File: src/core/pam_pkg.sv
// Constants shared by the port A direction and function-select block.
// Assumes a 40 MHz clock, a power-on reset on i_rst and an APB master.
// Function
// - Direction bits act only in port use or timer capture/compare use.
// - Direction bit 1 makes the pin an output, 0 an input.
// - Direction register clears on power-on reset only.
// - Upper and lower select load 3302 and FF95 on power-on reset only.
// - Upper select serves pins 15 to 8, lower select pins 7 to 0.
// - Pin 15: port, interrupt input 3, reserved, DMA request 1.
// - Pin 14: port, interrupt input 2, reserved, DMA acknowledge 1.
// - Pin 13: port, interrupt input 1, timer clock B, DMA request 0.
// - Pin 12: port, interrupt input 0, timer clock A, DMA acknowledge 0.
// - Pin 11: port, upper parity, timer 1 capture/compare B, reserved.
// - Pin 10: port, lower parity, timer 1 capture/compare A, reserved.
// - Pin 9: port, address hold, reserved, interrupt request output.
// - Upper select bit 1 always reads 1; software writes it as 1.
// - Pin 8: port, or external bus request input.
`default_nettype none
package pam_pkg;
	localparam logic [11:0] PAM_OFF_DIR = 12'h000;
	localparam logic [11:0] PAM_OFF_UPPER = 12'h004;
	localparam logic [11:0] PAM_OFF_LOWER = 12'h008;
	localparam logic [11:0] PAM_OFF_DATA = 12'h00C;
	localparam logic [11:0] PAM_OFF_LEVEL = 12'h010;
	localparam logic [15:0] PAM_RST_DIR = 16'h0000;
	localparam logic [15:0] PAM_RST_UPPER = 16'h3302;
	localparam logic [15:0] PAM_RST_LOWER = 16'hFF95;
	localparam logic [15:0] PAM_RST_DATA = 16'h0000;
	// Reserved bits that are stuck at one
	localparam logic [15:0] PAM_ONES_UPPER = 16'h0002;
	localparam logic [15:0] PAM_ONES_LOWER = 16'hAA00;
	// Field positions, upper select
	localparam int PAM_F15_LSB = 14;
	localparam int PAM_F14_LSB = 12;
	localparam int PAM_F13_LSB = 10;
	localparam int PAM_F12_LSB = 8;
	localparam int PAM_F11_LSB = 6;
	localparam int PAM_F10_LSB = 4;
	localparam int PAM_F9_LSB = 2;
	localparam int PAM_F8_BIT = 0;
	// Field positions, lower select
	localparam int PAM_F7_BIT = 14;
	localparam int PAM_F6_BIT = 12;
	localparam int PAM_F5_BIT = 10;
	localparam int PAM_F4_BIT = 8;
	localparam int PAM_F3_LSB = 6;
	localparam int PAM_F2_LSB = 4;
	localparam int PAM_F1_LSB = 2;
	localparam int PAM_F0_LSB = 0;
	// Two-bit selection codes
	localparam logic [1:0] PAM_MD_PORT = 2'h0;
	localparam logic [1:0] PAM_MD_FN2 = 2'h1;
	localparam logic [1:0] PAM_MD_FN3 = 2'h2;
	localparam logic [1:0] PAM_MD_FN4 = 2'h3;
	localparam int PAM_SYNC_STAGES = 3;
endpackage : pam_pkg
`default_nettype wire

File: src/core/pam_pad_if.sv
// Per-pin drive request passed from the selector to the pad driver.
// Assumes one clock domain; all vectors are one bit per pin.
`default_nettype none
interface pam_pad_if #(parameter int WIDTH = 16);
	logic [WIDTH-1:0] use_dir;
	logic [WIDTH-1:0] dir;
	logic [WIDTH-1:0] dir_data;
	logic [WIDTH-1:0] fn_out;
	logic [WIDTH-1:0] fn_oe;
	logic [WIDTH-1:0] pin_o;
	logic [WIDTH-1:0] pin_oe;
	modport ctl (output use_dir, dir, dir_data, fn_out, fn_oe,
		input pin_o, pin_oe);
	modport drv (input use_dir, dir, dir_data, fn_out, fn_oe,
		output pin_o, pin_oe);
endinterface : pam_pad_if
`default_nettype wire

File: src/core/pam_port_a_mux.sv
// Port A direction control and pin function selection with APB registers.
// Assumes i_rst is the power-on reset; manual reset and low-power modes
// never reach these registers, so their contents survive them.
//
// Design decisions made here: the address map and register access over APB.
`default_nettype none
module pam_port_a_mux
	import pam_pkg::*;
#(
	parameter int ADDR_W = 12
) (
	input wire logic i_clock, // 40 MHz system clock
	input wire logic i_rst, // Power-on reset, active high
	input wire logic i_clk_en, // Freezes all state when low
	// APB slave
	input wire logic i_psel, // Slave select
	input wire logic i_penable, // Access phase
	input wire logic i_pwrite, // Write when high
	input wire logic [ADDR_W-1:0] i_paddr, // Byte address
	input wire logic [31:0] i_pwdata, // Write data
	input wire logic [3:0] i_pstrb, // Byte lane strobes
	output logic [31:0] o_prdata, // Read data
	output logic o_pready, // Transfer complete
	output logic o_pslverr, // Unmapped address
	// Pins
	input wire logic [15:0] i_pin, // Pad input levels
	output logic [15:0] o_pin, // Pad output levels
	output logic [15:0] o_pin_oe, // Pad output enables, high drives
	// Peripheral inputs taken from pins
	output logic [3:0] o_interrupt_request_input, // Levels for 3..0
	output logic o_dma_request_input_ch1, // Pin 15 level
	output logic o_dma_request_input_ch0, // Pin 13 level
	output logic o_timer_external_clock_b, // Pin 13 level
	output logic o_timer_external_clock_a, // Pin 12 level
	output logic o_upper_bus_parity, // Pin 11 level
	output logic o_lower_bus_parity, // Pin 10 level
	output logic o_timer_ch1_capture_compare_b, // Pin 11 level
	output logic o_timer_ch1_capture_compare_a, // Pin 10 level
	output logic o_timer_ch0_capture_compare_b, // Pin 2 level
	output logic o_timer_ch0_capture_compare_a, // Pin 0 level
	output logic o_external_bus_request, // Pin 8 level
	output logic [7:0] o_lower_fn_in, // Pins 7..0 in function use
	// Peripheral outputs onto pins
	input wire logic i_dma_acknowledge_output_ch1, // To pin 14
	input wire logic i_dma_acknowledge_output_ch0, // To pin 12
	input wire logic i_upper_parity_out, // To pin 11
	input wire logic i_upper_parity_oe, // Parity drive enable
	input wire logic i_lower_parity_out, // To pin 10
	input wire logic i_lower_parity_oe, // Parity drive enable
	input wire logic i_tcc1_b_out, // Timer 1 compare B to pin 11
	input wire logic i_tcc1_a_out, // Timer 1 compare A to pin 10
	input wire logic i_tcc0_b_out, // Timer 0 compare B to pin 2
	input wire logic i_tcc0_a_out, // Timer 0 compare A to pin 0
	input wire logic i_address_hold_output, // To pin 9
	input wire logic i_interrupt_request_output, // To pin 9
	input wire logic [7:0] i_lower_fn_out, // Bus functions, pins 7..0
	input wire logic [7:0] i_lower_fn_oe // Their drive enables
);
	logic [15:0] port_a_pin_direction;
	logic [15:0] port_a_upper_function_select;
	logic [15:0] port_a_lower_function_select;
	logic [15:0] port_data;
	logic [15:0] pin_level;
	logic wr_en;
	logic [15:0] wmask;
	logic [15:0] wval;
	logic hit_dir;
	logic hit_upper;
	logic hit_lower;
	logic hit_data;
	logic hit_level;
	logic hit_any;
	logic [15:0] rd_word;
	logic [3:0] next_irq;
	logic next_dma_request_input_ch1;
	logic next_dma_request_input_ch0;
	logic next_timer_external_clock_b;
	logic next_timer_external_clock_a;
	logic next_par_hi;
	logic next_par_lo;
	logic next_tcc1_b;
	logic next_tcc1_a;
	logic next_tcc0_b;
	logic next_tcc0_a;
	logic next_external_bus_request;
	logic [7:0] next_lower_in;

	pam_pad_if #(.WIDTH(16)) pif ();

	pam_sync #(.WIDTH(16)) u_sync (
		.i_clock(i_clock),
		.i_rst(i_rst),
		.i_clk_en(i_clk_en),
		.i_async(i_pin),
		.o_sync(pin_level)
	);

	pam_pad_drive u_drive (
		.i_clock(i_clock),
		.i_rst(i_rst),
		.i_clk_en(i_clk_en),
		.pif(pif.drv)
	);

	assign o_pin = pif.pin_o;
	assign o_pin_oe = pif.pin_oe;

	// Address decode; an unaligned address matches nothing
	always_comb begin
		hit_dir = (i_paddr == ADDR_W'(PAM_OFF_DIR));
		hit_upper = (i_paddr == ADDR_W'(PAM_OFF_UPPER));
		hit_lower = (i_paddr == ADDR_W'(PAM_OFF_LOWER));
		hit_data = (i_paddr == ADDR_W'(PAM_OFF_DATA));
		hit_level = (i_paddr == ADDR_W'(PAM_OFF_LEVEL));
		hit_any = hit_dir | hit_upper | hit_lower | hit_data | hit_level;
	end

	// A stalled clock enable stretches the access instead of losing it
	assign o_pready = i_clk_en;
	assign o_pslverr = i_psel & i_penable & ~hit_any;
	assign wr_en = i_psel & i_penable & i_pwrite & i_clk_en;
	assign wmask = {{8{i_pstrb[1]}}, {8{i_pstrb[0]}}};
	assign wval = i_pwdata[15:0];

	always_comb begin
		rd_word = '0;
		if (hit_dir) begin
			rd_word = port_a_pin_direction;
		end else if (hit_upper) begin
			rd_word = port_a_upper_function_select | PAM_ONES_UPPER;
		end else if (hit_lower) begin
			rd_word = port_a_lower_function_select | PAM_ONES_LOWER;
		end else if (hit_data) begin
			rd_word = port_data;
		end else if (hit_level) begin
			rd_word = pin_level;
		end
		o_prdata = (i_psel & ~i_pwrite) ? {16'h0000, rd_word} : 32'h00000000;
	end

	// Only power-on reset clears this; nothing else re-initialises it
	always_ff @(posedge i_clock or posedge i_rst) begin
		if (i_rst) begin
			port_a_pin_direction <= PAM_RST_DIR;
		end else if (wr_en && hit_dir) begin
			port_a_pin_direction <= (port_a_pin_direction & ~wmask)
				| (wval & wmask);
		end
	end

	always_ff @(posedge i_clock or posedge i_rst) begin
		if (i_rst) begin
			port_a_upper_function_select <= PAM_RST_UPPER;
		end else if (wr_en && hit_upper) begin
			// Stuck bit is kept at one whatever software writes
			port_a_upper_function_select <= ((port_a_upper_function_select
				& ~wmask) | (wval & wmask)) | PAM_ONES_UPPER;
		end
	end

	always_ff @(posedge i_clock or posedge i_rst) begin
		if (i_rst) begin
			port_a_lower_function_select <= PAM_RST_LOWER;
		end else if (wr_en && hit_lower) begin
			port_a_lower_function_select <= ((port_a_lower_function_select
				& ~wmask) | (wval & wmask)) | PAM_ONES_LOWER;
		end
	end

	always_ff @(posedge i_clock or posedge i_rst) begin
		if (i_rst) begin
			port_data <= PAM_RST_DATA;
		end else if (wr_en && hit_data) begin
			port_data <= (port_data & ~wmask) | (wval & wmask);
		end
	end

	// Upper pins, fields of the upper select register
	always_comb begin
		pif.use_dir = '1;
		pif.dir = port_a_pin_direction;
		pif.dir_data = port_data;
		pif.fn_out = '0;
		pif.fn_oe = '0;
		next_irq = '0;
		next_dma_request_input_ch1 = 1'b0;
		next_dma_request_input_ch0 = 1'b0;
		next_timer_external_clock_b = 1'b0;
		next_timer_external_clock_a = 1'b0;
		next_par_hi = 1'b0;
		next_par_lo = 1'b0;
		next_tcc1_b = 1'b0;
		next_tcc1_a = 1'b0;
		next_tcc0_b = 1'b0;
		next_tcc0_a = 1'b0;
		next_external_bus_request = 1'b0;
		next_lower_in = '0;
		// Reserved codes fall to default and stay in port use
		unique case (port_a_upper_function_select[PAM_F15_LSB +: 2])
			PAM_MD_FN2: begin
				pif.use_dir[15] = 1'b0;
				next_irq[3] = pin_level[15];
			end
			PAM_MD_FN4: begin
				pif.use_dir[15] = 1'b0;
				next_dma_request_input_ch1 = pin_level[15];
			end
			default: ;
		endcase
		unique case (port_a_upper_function_select[PAM_F14_LSB +: 2])
			PAM_MD_FN2: begin
				pif.use_dir[14] = 1'b0;
				next_irq[2] = pin_level[14];
			end
			PAM_MD_FN4: begin
				pif.use_dir[14] = 1'b0;
				pif.fn_out[14] = i_dma_acknowledge_output_ch1;
				pif.fn_oe[14] = 1'b1;
			end
			default: ;
		endcase
		unique case (port_a_upper_function_select[PAM_F13_LSB +: 2])
			PAM_MD_PORT: ;
			PAM_MD_FN2: begin
				pif.use_dir[13] = 1'b0;
				next_irq[1] = pin_level[13];
			end
			PAM_MD_FN3: begin
				pif.use_dir[13] = 1'b0;
				next_timer_external_clock_b = pin_level[13];
			end
			PAM_MD_FN4: begin
				pif.use_dir[13] = 1'b0;
				next_dma_request_input_ch0 = pin_level[13];
			end
		endcase
		unique case (port_a_upper_function_select[PAM_F12_LSB +: 2])
			PAM_MD_PORT: ;
			PAM_MD_FN2: begin
				pif.use_dir[12] = 1'b0;
				next_irq[0] = pin_level[12];
			end
			PAM_MD_FN3: begin
				pif.use_dir[12] = 1'b0;
				next_timer_external_clock_a = pin_level[12];
			end
			PAM_MD_FN4: begin
				pif.use_dir[12] = 1'b0;
				pif.fn_out[12] = i_dma_acknowledge_output_ch0;
				pif.fn_oe[12] = 1'b1;
			end
		endcase
		// Capture/compare keeps direction control, data comes from timer
		unique case (port_a_upper_function_select[PAM_F11_LSB +: 2])
			PAM_MD_FN2: begin
				pif.use_dir[11] = 1'b0;
				pif.fn_out[11] = i_upper_parity_out;
				pif.fn_oe[11] = i_upper_parity_oe;
				next_par_hi = pin_level[11];
			end
			PAM_MD_FN3: begin
				pif.dir_data[11] = i_tcc1_b_out;
				next_tcc1_b = pin_level[11];
			end
			default: ;
		endcase
		unique case (port_a_upper_function_select[PAM_F10_LSB +: 2])
			PAM_MD_FN2: begin
				pif.use_dir[10] = 1'b0;
				pif.fn_out[10] = i_lower_parity_out;
				pif.fn_oe[10] = i_lower_parity_oe;
				next_par_lo = pin_level[10];
			end
			PAM_MD_FN3: begin
				pif.dir_data[10] = i_tcc1_a_out;
				next_tcc1_a = pin_level[10];
			end
			default: ;
		endcase
		unique case (port_a_upper_function_select[PAM_F9_LSB +: 2])
			PAM_MD_FN2: begin
				pif.use_dir[9] = 1'b0;
				pif.fn_out[9] = i_address_hold_output;
				pif.fn_oe[9] = 1'b1;
			end
			PAM_MD_FN4: begin
				pif.use_dir[9] = 1'b0;
				pif.fn_out[9] = i_interrupt_request_output;
				pif.fn_oe[9] = 1'b1;
			end
			default: ;
		endcase
		if (port_a_upper_function_select[PAM_F8_BIT]) begin
			pif.use_dir[8] = 1'b0;
			next_external_bus_request = pin_level[8];
		end
		// Lower pins: single-bit fields hand the pin to the bus functions
		for (int p = 4; p < 8; p++) begin
			if (port_a_lower_function_select[2 * p - PAM_F4_BIT + 8]) begin
				pif.use_dir[p] = 1'b0;
				pif.fn_out[p] = i_lower_fn_out[p];
				pif.fn_oe[p] = i_lower_fn_oe[p];
				next_lower_in[p] = pin_level[p];
			end
		end
		for (int p = 0; p < 4; p++) begin
			unique case (port_a_lower_function_select[2 * p +: 2])
				PAM_MD_FN2: begin
					pif.use_dir[p] = 1'b0;
					pif.fn_out[p] = i_lower_fn_out[p];
					pif.fn_oe[p] = i_lower_fn_oe[p];
					next_lower_in[p] = pin_level[p];
				end
				PAM_MD_FN3: begin
					if (p == 0) begin
						pif.dir_data[0] = i_tcc0_a_out;
						next_tcc0_a = pin_level[0];
					end else if (p == 2) begin
						pif.dir_data[2] = i_tcc0_b_out;
						next_tcc0_b = pin_level[2];
					end else begin
						pif.use_dir[p] = 1'b0;
						pif.fn_out[p] = i_lower_fn_out[p];
						pif.fn_oe[p] = i_lower_fn_oe[p];
						next_lower_in[p] = pin_level[p];
					end
				end
				default: ;
			endcase
		end
	end

	// Unselected functions see a quiet zero, never a stray pin level
	always_ff @(posedge i_clock or posedge i_rst) begin
		if (i_rst) begin
			o_interrupt_request_input <= '0;
			o_dma_request_input_ch1 <= 1'b0;
			o_dma_request_input_ch0 <= 1'b0;
			o_timer_external_clock_b <= 1'b0;
			o_timer_external_clock_a <= 1'b0;
			o_upper_bus_parity <= 1'b0;
			o_lower_bus_parity <= 1'b0;
			o_timer_ch1_capture_compare_b <= 1'b0;
			o_timer_ch1_capture_compare_a <= 1'b0;
			o_timer_ch0_capture_compare_b <= 1'b0;
			o_timer_ch0_capture_compare_a <= 1'b0;
			o_external_bus_request <= 1'b0;
			o_lower_fn_in <= '0;
		end else if (i_clk_en) begin
			o_interrupt_request_input <= next_irq;
			o_dma_request_input_ch1 <= next_dma_request_input_ch1;
			o_dma_request_input_ch0 <= next_dma_request_input_ch0;
			o_timer_external_clock_b <= next_timer_external_clock_b;
			o_timer_external_clock_a <= next_timer_external_clock_a;
			o_upper_bus_parity <= next_par_hi;
			o_lower_bus_parity <= next_par_lo;
			o_timer_ch1_capture_compare_b <= next_tcc1_b;
			o_timer_ch1_capture_compare_a <= next_tcc1_a;
			o_timer_ch0_capture_compare_b <= next_tcc0_b;
			o_timer_ch0_capture_compare_a <= next_tcc0_a;
			o_external_bus_request <= next_external_bus_request;
			o_lower_fn_in <= next_lower_in;
		end
	end
endmodule : pam_port_a_mux
`default_nettype wire

File: src/core/pam_sync.sv
// Three-stage synchroniser for pin inputs.
// Assumes asynchronous inputs; a bit changes once stages two and three agree.
`default_nettype none
module pam_sync #(
	parameter int WIDTH = 16
) (
	input wire logic i_clock, // System clock
	input wire logic i_rst, // Power-on reset, active high
	input wire logic i_clk_en, // Freezes all state when low
	input wire logic [WIDTH-1:0] i_async, // Raw pin levels
	output logic [WIDTH-1:0] o_sync // Filtered levels
);
	logic [WIDTH-1:0] stage1;
	logic [WIDTH-1:0] stage2;
	logic [WIDTH-1:0] stage3;

	always_ff @(posedge i_clock or posedge i_rst) begin
		if (i_rst) begin
			stage1 <= '0;
			stage2 <= '0;
			stage3 <= '0;
		end else if (i_clk_en) begin
			stage1 <= i_async;
			stage2 <= stage1;
			stage3 <= stage2;
		end
	end

	// Only stages two and three are compared, never the first
	always_ff @(posedge i_clock or posedge i_rst) begin
		if (i_rst) begin
			o_sync <= '0;
		end else if (i_clk_en) begin
			for (int b = 0; b < WIDTH; b++) begin
				if (stage2[b] == stage3[b]) begin
					o_sync[b] <= stage3[b];
				end
			end
		end
	end
endmodule : pam_sync
`default_nettype wire

File: src/core/pam_pad_drive.sv
// Registered pad driver: picks direction-controlled or function drive.
// Assumes the selector fills the interface from the same clock.
`default_nettype none
module pam_pad_drive (
	input wire logic i_clock, // System clock
	input wire logic i_rst, // Power-on reset, active high
	input wire logic i_clk_en, // Freezes all state when low
	pam_pad_if.drv pif // Drive request and pad result
);
	always_ff @(posedge i_clock or posedge i_rst) begin
		if (i_rst) begin
			pif.pin_o <= '0;
			pif.pin_oe <= '0;
		end else if (i_clk_en) begin
			for (int b = 0; b < $bits(pif.pin_o); b++) begin
				if (pif.use_dir[b]) begin
					pif.pin_oe[b] <= pif.dir[b];
					pif.pin_o[b] <= pif.dir_data[b];
				end else begin
					pif.pin_oe[b] <= pif.fn_oe[b];
					pif.pin_o[b] <= pif.fn_out[b];
				end
			end
		end
	end
endmodule : pam_pad_drive
`default_nettype wire

File: config.mk
export PLATFORM = sky130hd
export DESIGN_NAME = pam_port_a_mux
export DESIGN_NICKNAME = d
export VERILOG_FILES = /design/src/core/pam_pkg.sv /design/src/core/pam_pad_if.sv /design/src/core/pam_port_a_mux.sv /design/src/core/pam_sync.sv /design/src/core/pam_pad_drive.sv
export SDC_FILE = /design/constraint.sdc
export NUM_CORES = 1
export LEC_CHECK = 0
export BUFFER_PORTS_ARGS = -buffer_cell sky130_fd_sc_hd__buf_2
export CAP_MARGIN = 20
export CORE_MARGIN = 2
export CORE_UTILIZATION = 49
export CTS_CLUSTER_SIZE = 40
export DETAILED_ROUTE_END_ITERATION = 12
export HOLD_SLACK_MARGIN = 0.06
export PLACE_DENSITY = 0.73
export SLEW_MARGIN = 20
export SYNTH_ARGS = -nofsm -noshare
export SYNTH_HDL_FRONTEND = slang
export SYNTH_SLANG_ARGS = --single-unit
File: constraint.sdc
create_clock -name i_clock -period 4.8 [get_ports i_clock]
set_input_delay 0.24 -clock i_clock [delete_from_list [all_inputs] [get_ports i_clock]]
set_output_delay 0.24 -clock i_clock [all_outputs]
set_load 0.005 [all_outputs]
==> flow_summary_export.csv <==
group,metric,value,unit
global_routing,antenna_found_initial,0,
worst_setup_path,critPathMaxFanout,12,
sta,setup_viol,0,
routing,dr.first_iter.drc_count,428,
place,port-buffer-count,152,
sta,relSlewSlack,35.48,%
global_routing,grt_overflow,0,
yosys,synthCells,700,
worst_setup_path,slowest_delay,0.82,ns
place,dp_slack,2.220,ns
floorplanning,core_area,16520,sq um
worst_setup_path,crit_arrival,2.32,ns
sta,drv_slew,0,
yosys,syn_avg_cell_area,11.80,sq um
cells_and_area,final_cell_mix,"166 x dfrtp_1, 151 x buf_2, 114 x mux2_2, 67 x a21oi_1, 45 x nor2_1",
floorplanning,io-pin-count,187,
yosys,synth_cell_types,43,
clock_tree,cts-root-buf,"clkbuf_16",
worst_setup_path,critPathCaptureType,"output pin",
global_routing,grt_max_degree,179,
sta,final.period_utilization,53.26,%
sta,worstMarginPinSlew,0.9679,ns
yosys,yosys.area_share.adder,0,%
clock_tree,clkLatencyLatePin,0.43,ns
global_routing,grt_first_pass_wirelength,31.38,mm
global_routing,grt_pass1_vias,5774,
place,post-place-cells,1042,
pwr,peakVddDrop,0.2828,mV
clock_tree,clkTransAtPathRegs,0.06,ns
sta,rsz0062_at_grt,"no",
min_path,min_path_type,"in2async",
cells_and_area,final_common_cell,"dfrtp_1",
clock_tree,cts-buffers-inserted,17,
flow_run,maxCapViolCount,0,
floorplanning,die_w,133.8,um
yosys,synth_top_area_share,50.31,%
yosys,async_flop_share,100.0,%
cells_and_area,drive_gt1_share,38.32,%
yosys,synth.area.top_cells,"dfrtp_1 50%, mux2_2 16%, mux2i_1 5.0%",
worst_setup_path,path_cells,"buf_2 > nor4_4 > nand2_2 > nor3_2 > and3_1 > buf_2",
yosys,synth_top_family_by_area,"multiplexers",
floorplanning,die_y,133.8,um
yosys,ys_ff_latch,178,
routing,via_count,5932,
yosys,syn_area,8257,sq um
routing,drc_errors,0,
sta,min_period,2.557,ns
pwr,power_leakage,4.756,nW
routing,wl_per_cell,18.32,um
outcome,status,"complete, no violations",
yosys,synthMuxAreaShare,20.52,%
place,hpwlAfterDp,13.47,mm
worst_setup_path,crit_slowest_cell,"nor3_2",
cells_and_area,stdcell_count,1089,
routing,wl,19.95,mm
floorplanning,num_rows,47,
clock_tree,cts_resized,0,
global_routing,grtUsageTotal,22.82,%
yosys,synth_top_cell_by_area,"dfrtp_1",
routing,drt-pass1-iter-count,4,
place,gp_congestion,0.7933,
cells_and_area,diodes,0,
worst_setup_path,cpMostUsedCell,"buf_2",
worst_setup_path,path_class,"in2out",
yosys,synth_compound_area_share,8.956,%
sta,setup_ws,2.243,ns
clock_tree,cts.sinks,178,
floorplanning,initial_core_util,49.97,%
clock_tree,cts_tree,"built",
worst_setup_path,cp-start-kind,"input pin",
sta,hold_viol_final,0,
yosys,synth_simple_gate_area_share,11.62,%
yosys,yosysWarningCount,0,
yosys,yosysSeqAreaShare,54.13,%
cells_and_area,fillCellCount,1345,
sta,tns,0,ns
worst_setup_path,crit_family,"simple AND/OR/NAND/NOR gates",
cells_and_area,regArea,4469,sq um
cells_and_area,area_growth,20.38,%
yosys,synthFlopType,"dfrtp_1",
sta,clock_skew,0.008985,ns
routing,via_per_inst,5.447,
sta,fmax,391.2,MHz
cells_and_area,multi_input_area,3476,sq um
clock_tree,cts_htree_levels,4,
yosys,synthXorXnorAreaFrac,0.2122,%
worst_setup_path,critPathRequiredTime,4.56,ns
pwr,power.density,356.2,nW/um^2
cells_and_area,fin_nets,954,
floorplanning,dieArea,17910,sq um
clock_tree,cts_buffer_depth,2,
worst_setup_path,critical_path_buf_inv_count,2,
yosys,synth-edff-count,0,
routing,ant_nets,0,
[layer usage]
layer / track usage [%] / vias up / routed length [um]
li1: - / 2767 / -
met1: 30.14 / 2944 / 8491
met2: 37.89 / 185 / 9845
met3: 4.913 / 36 / 1168
met4: 7.210 / 0 / 448
met5: 0 / - / 0
[cells by family (layout without fill, tap and decap cells)]
kind of cell | count (synthesis) | count (layout)
compound gates | 127 | 127
xor+xnor | 2 | 2
buf+inv | 80 | 234
flops | 178 | 178
mux | 155 | 155
other cells | 1 | 16
simple gates | 157 | 157
[metrics by stage]
step                      total power (W)  instance area [sq um]  hold WS (ns)  utilization, %
after floorplan                  0.001934                   8317        0.3917               -
after global placement           0.002041                   9146        0.4733           55.35
after detailed placement         0.002055                   9146        0.4753           55.35
after CTS                        0.003559                   9940       0.06369           60.15
after global routing             0.003673                   9940       0.07265           60.15
final                            0.003540                   9940       0.06368           60.15
[timing repair]
| action | in CTS | in global routing |
|---|---|---|
| endpoints found under the hold margin | 15 | 0 |
| hold buffers | 15 | 0 |
| setup endpoints to repair | 0 | 0 |
| buffers inserted | 0 | 0 |
[worst reg2reg max path, delay by kind of cell (launching register included)]
family / cells / cell delay (ns)
compound gates: 1 / 0.08
xor+xnor: 1 / 0.41
flops: 1 / 0.54
mux: 1 / 0.24
[area by class of cell]
class | instances | share of cell area, %
well taps | 220 | 2.769
inverters | 32 | 1.246
clock inverters | 12 | 1.775
flip-flops and latches | 178 | 44.96
clock buffers | 20 | 4.695
repair buffers | 170 | 9.580
multi-input cells | 457 | 34.97
[path summary, 6_finish.rpt]
kind                                                        endpoint  cells past startpoint                           from  slack [ns]
worst max register to register     u_drive.pif.pin_oe[3]$_DFFE_PP0P_                      3                           flop        3.39
min in group i_clock                                            flop                      2                   i_pwdata[15]        0.08
worst max-delay path                                     o_prdata[0]                      6                    i_paddr[10]        2.24
worst min-delay path            o_timer_external_clock_b$_DFFE_PP0P_                      3                          i_rst        0.06
worst min register to register         u_sync.stage2[14]$_DFFE_PP0P_                      1  u_sync.stage1[14]$_DFFE_PP0P_        0.50
max in group asynchronous                 asynchronous set/reset pin                      3                          i_rst        3.99
[cell usage after synthesis (11+ instances only)]
cell	n
a21oi_1	67
and3_1	11
buf_4	17
clkbuf_1	16
dfrtp_1	166
dfstp_2	12
inv_1	32
mux2_2	114
mux2i_1	41
nand2_1	19
nand2b_1	31
nand3_1	12
nor2_1	45
o21ai_0	19
o22ai_1	21
[power breakdown]
part / internal [W] / switching, W
combinational: 0.000158 / 0.000167
sequential: 0.00161 / 0.000105
clock: 0.000915 / 0.000586
Power figures use the tool's default switching activity.
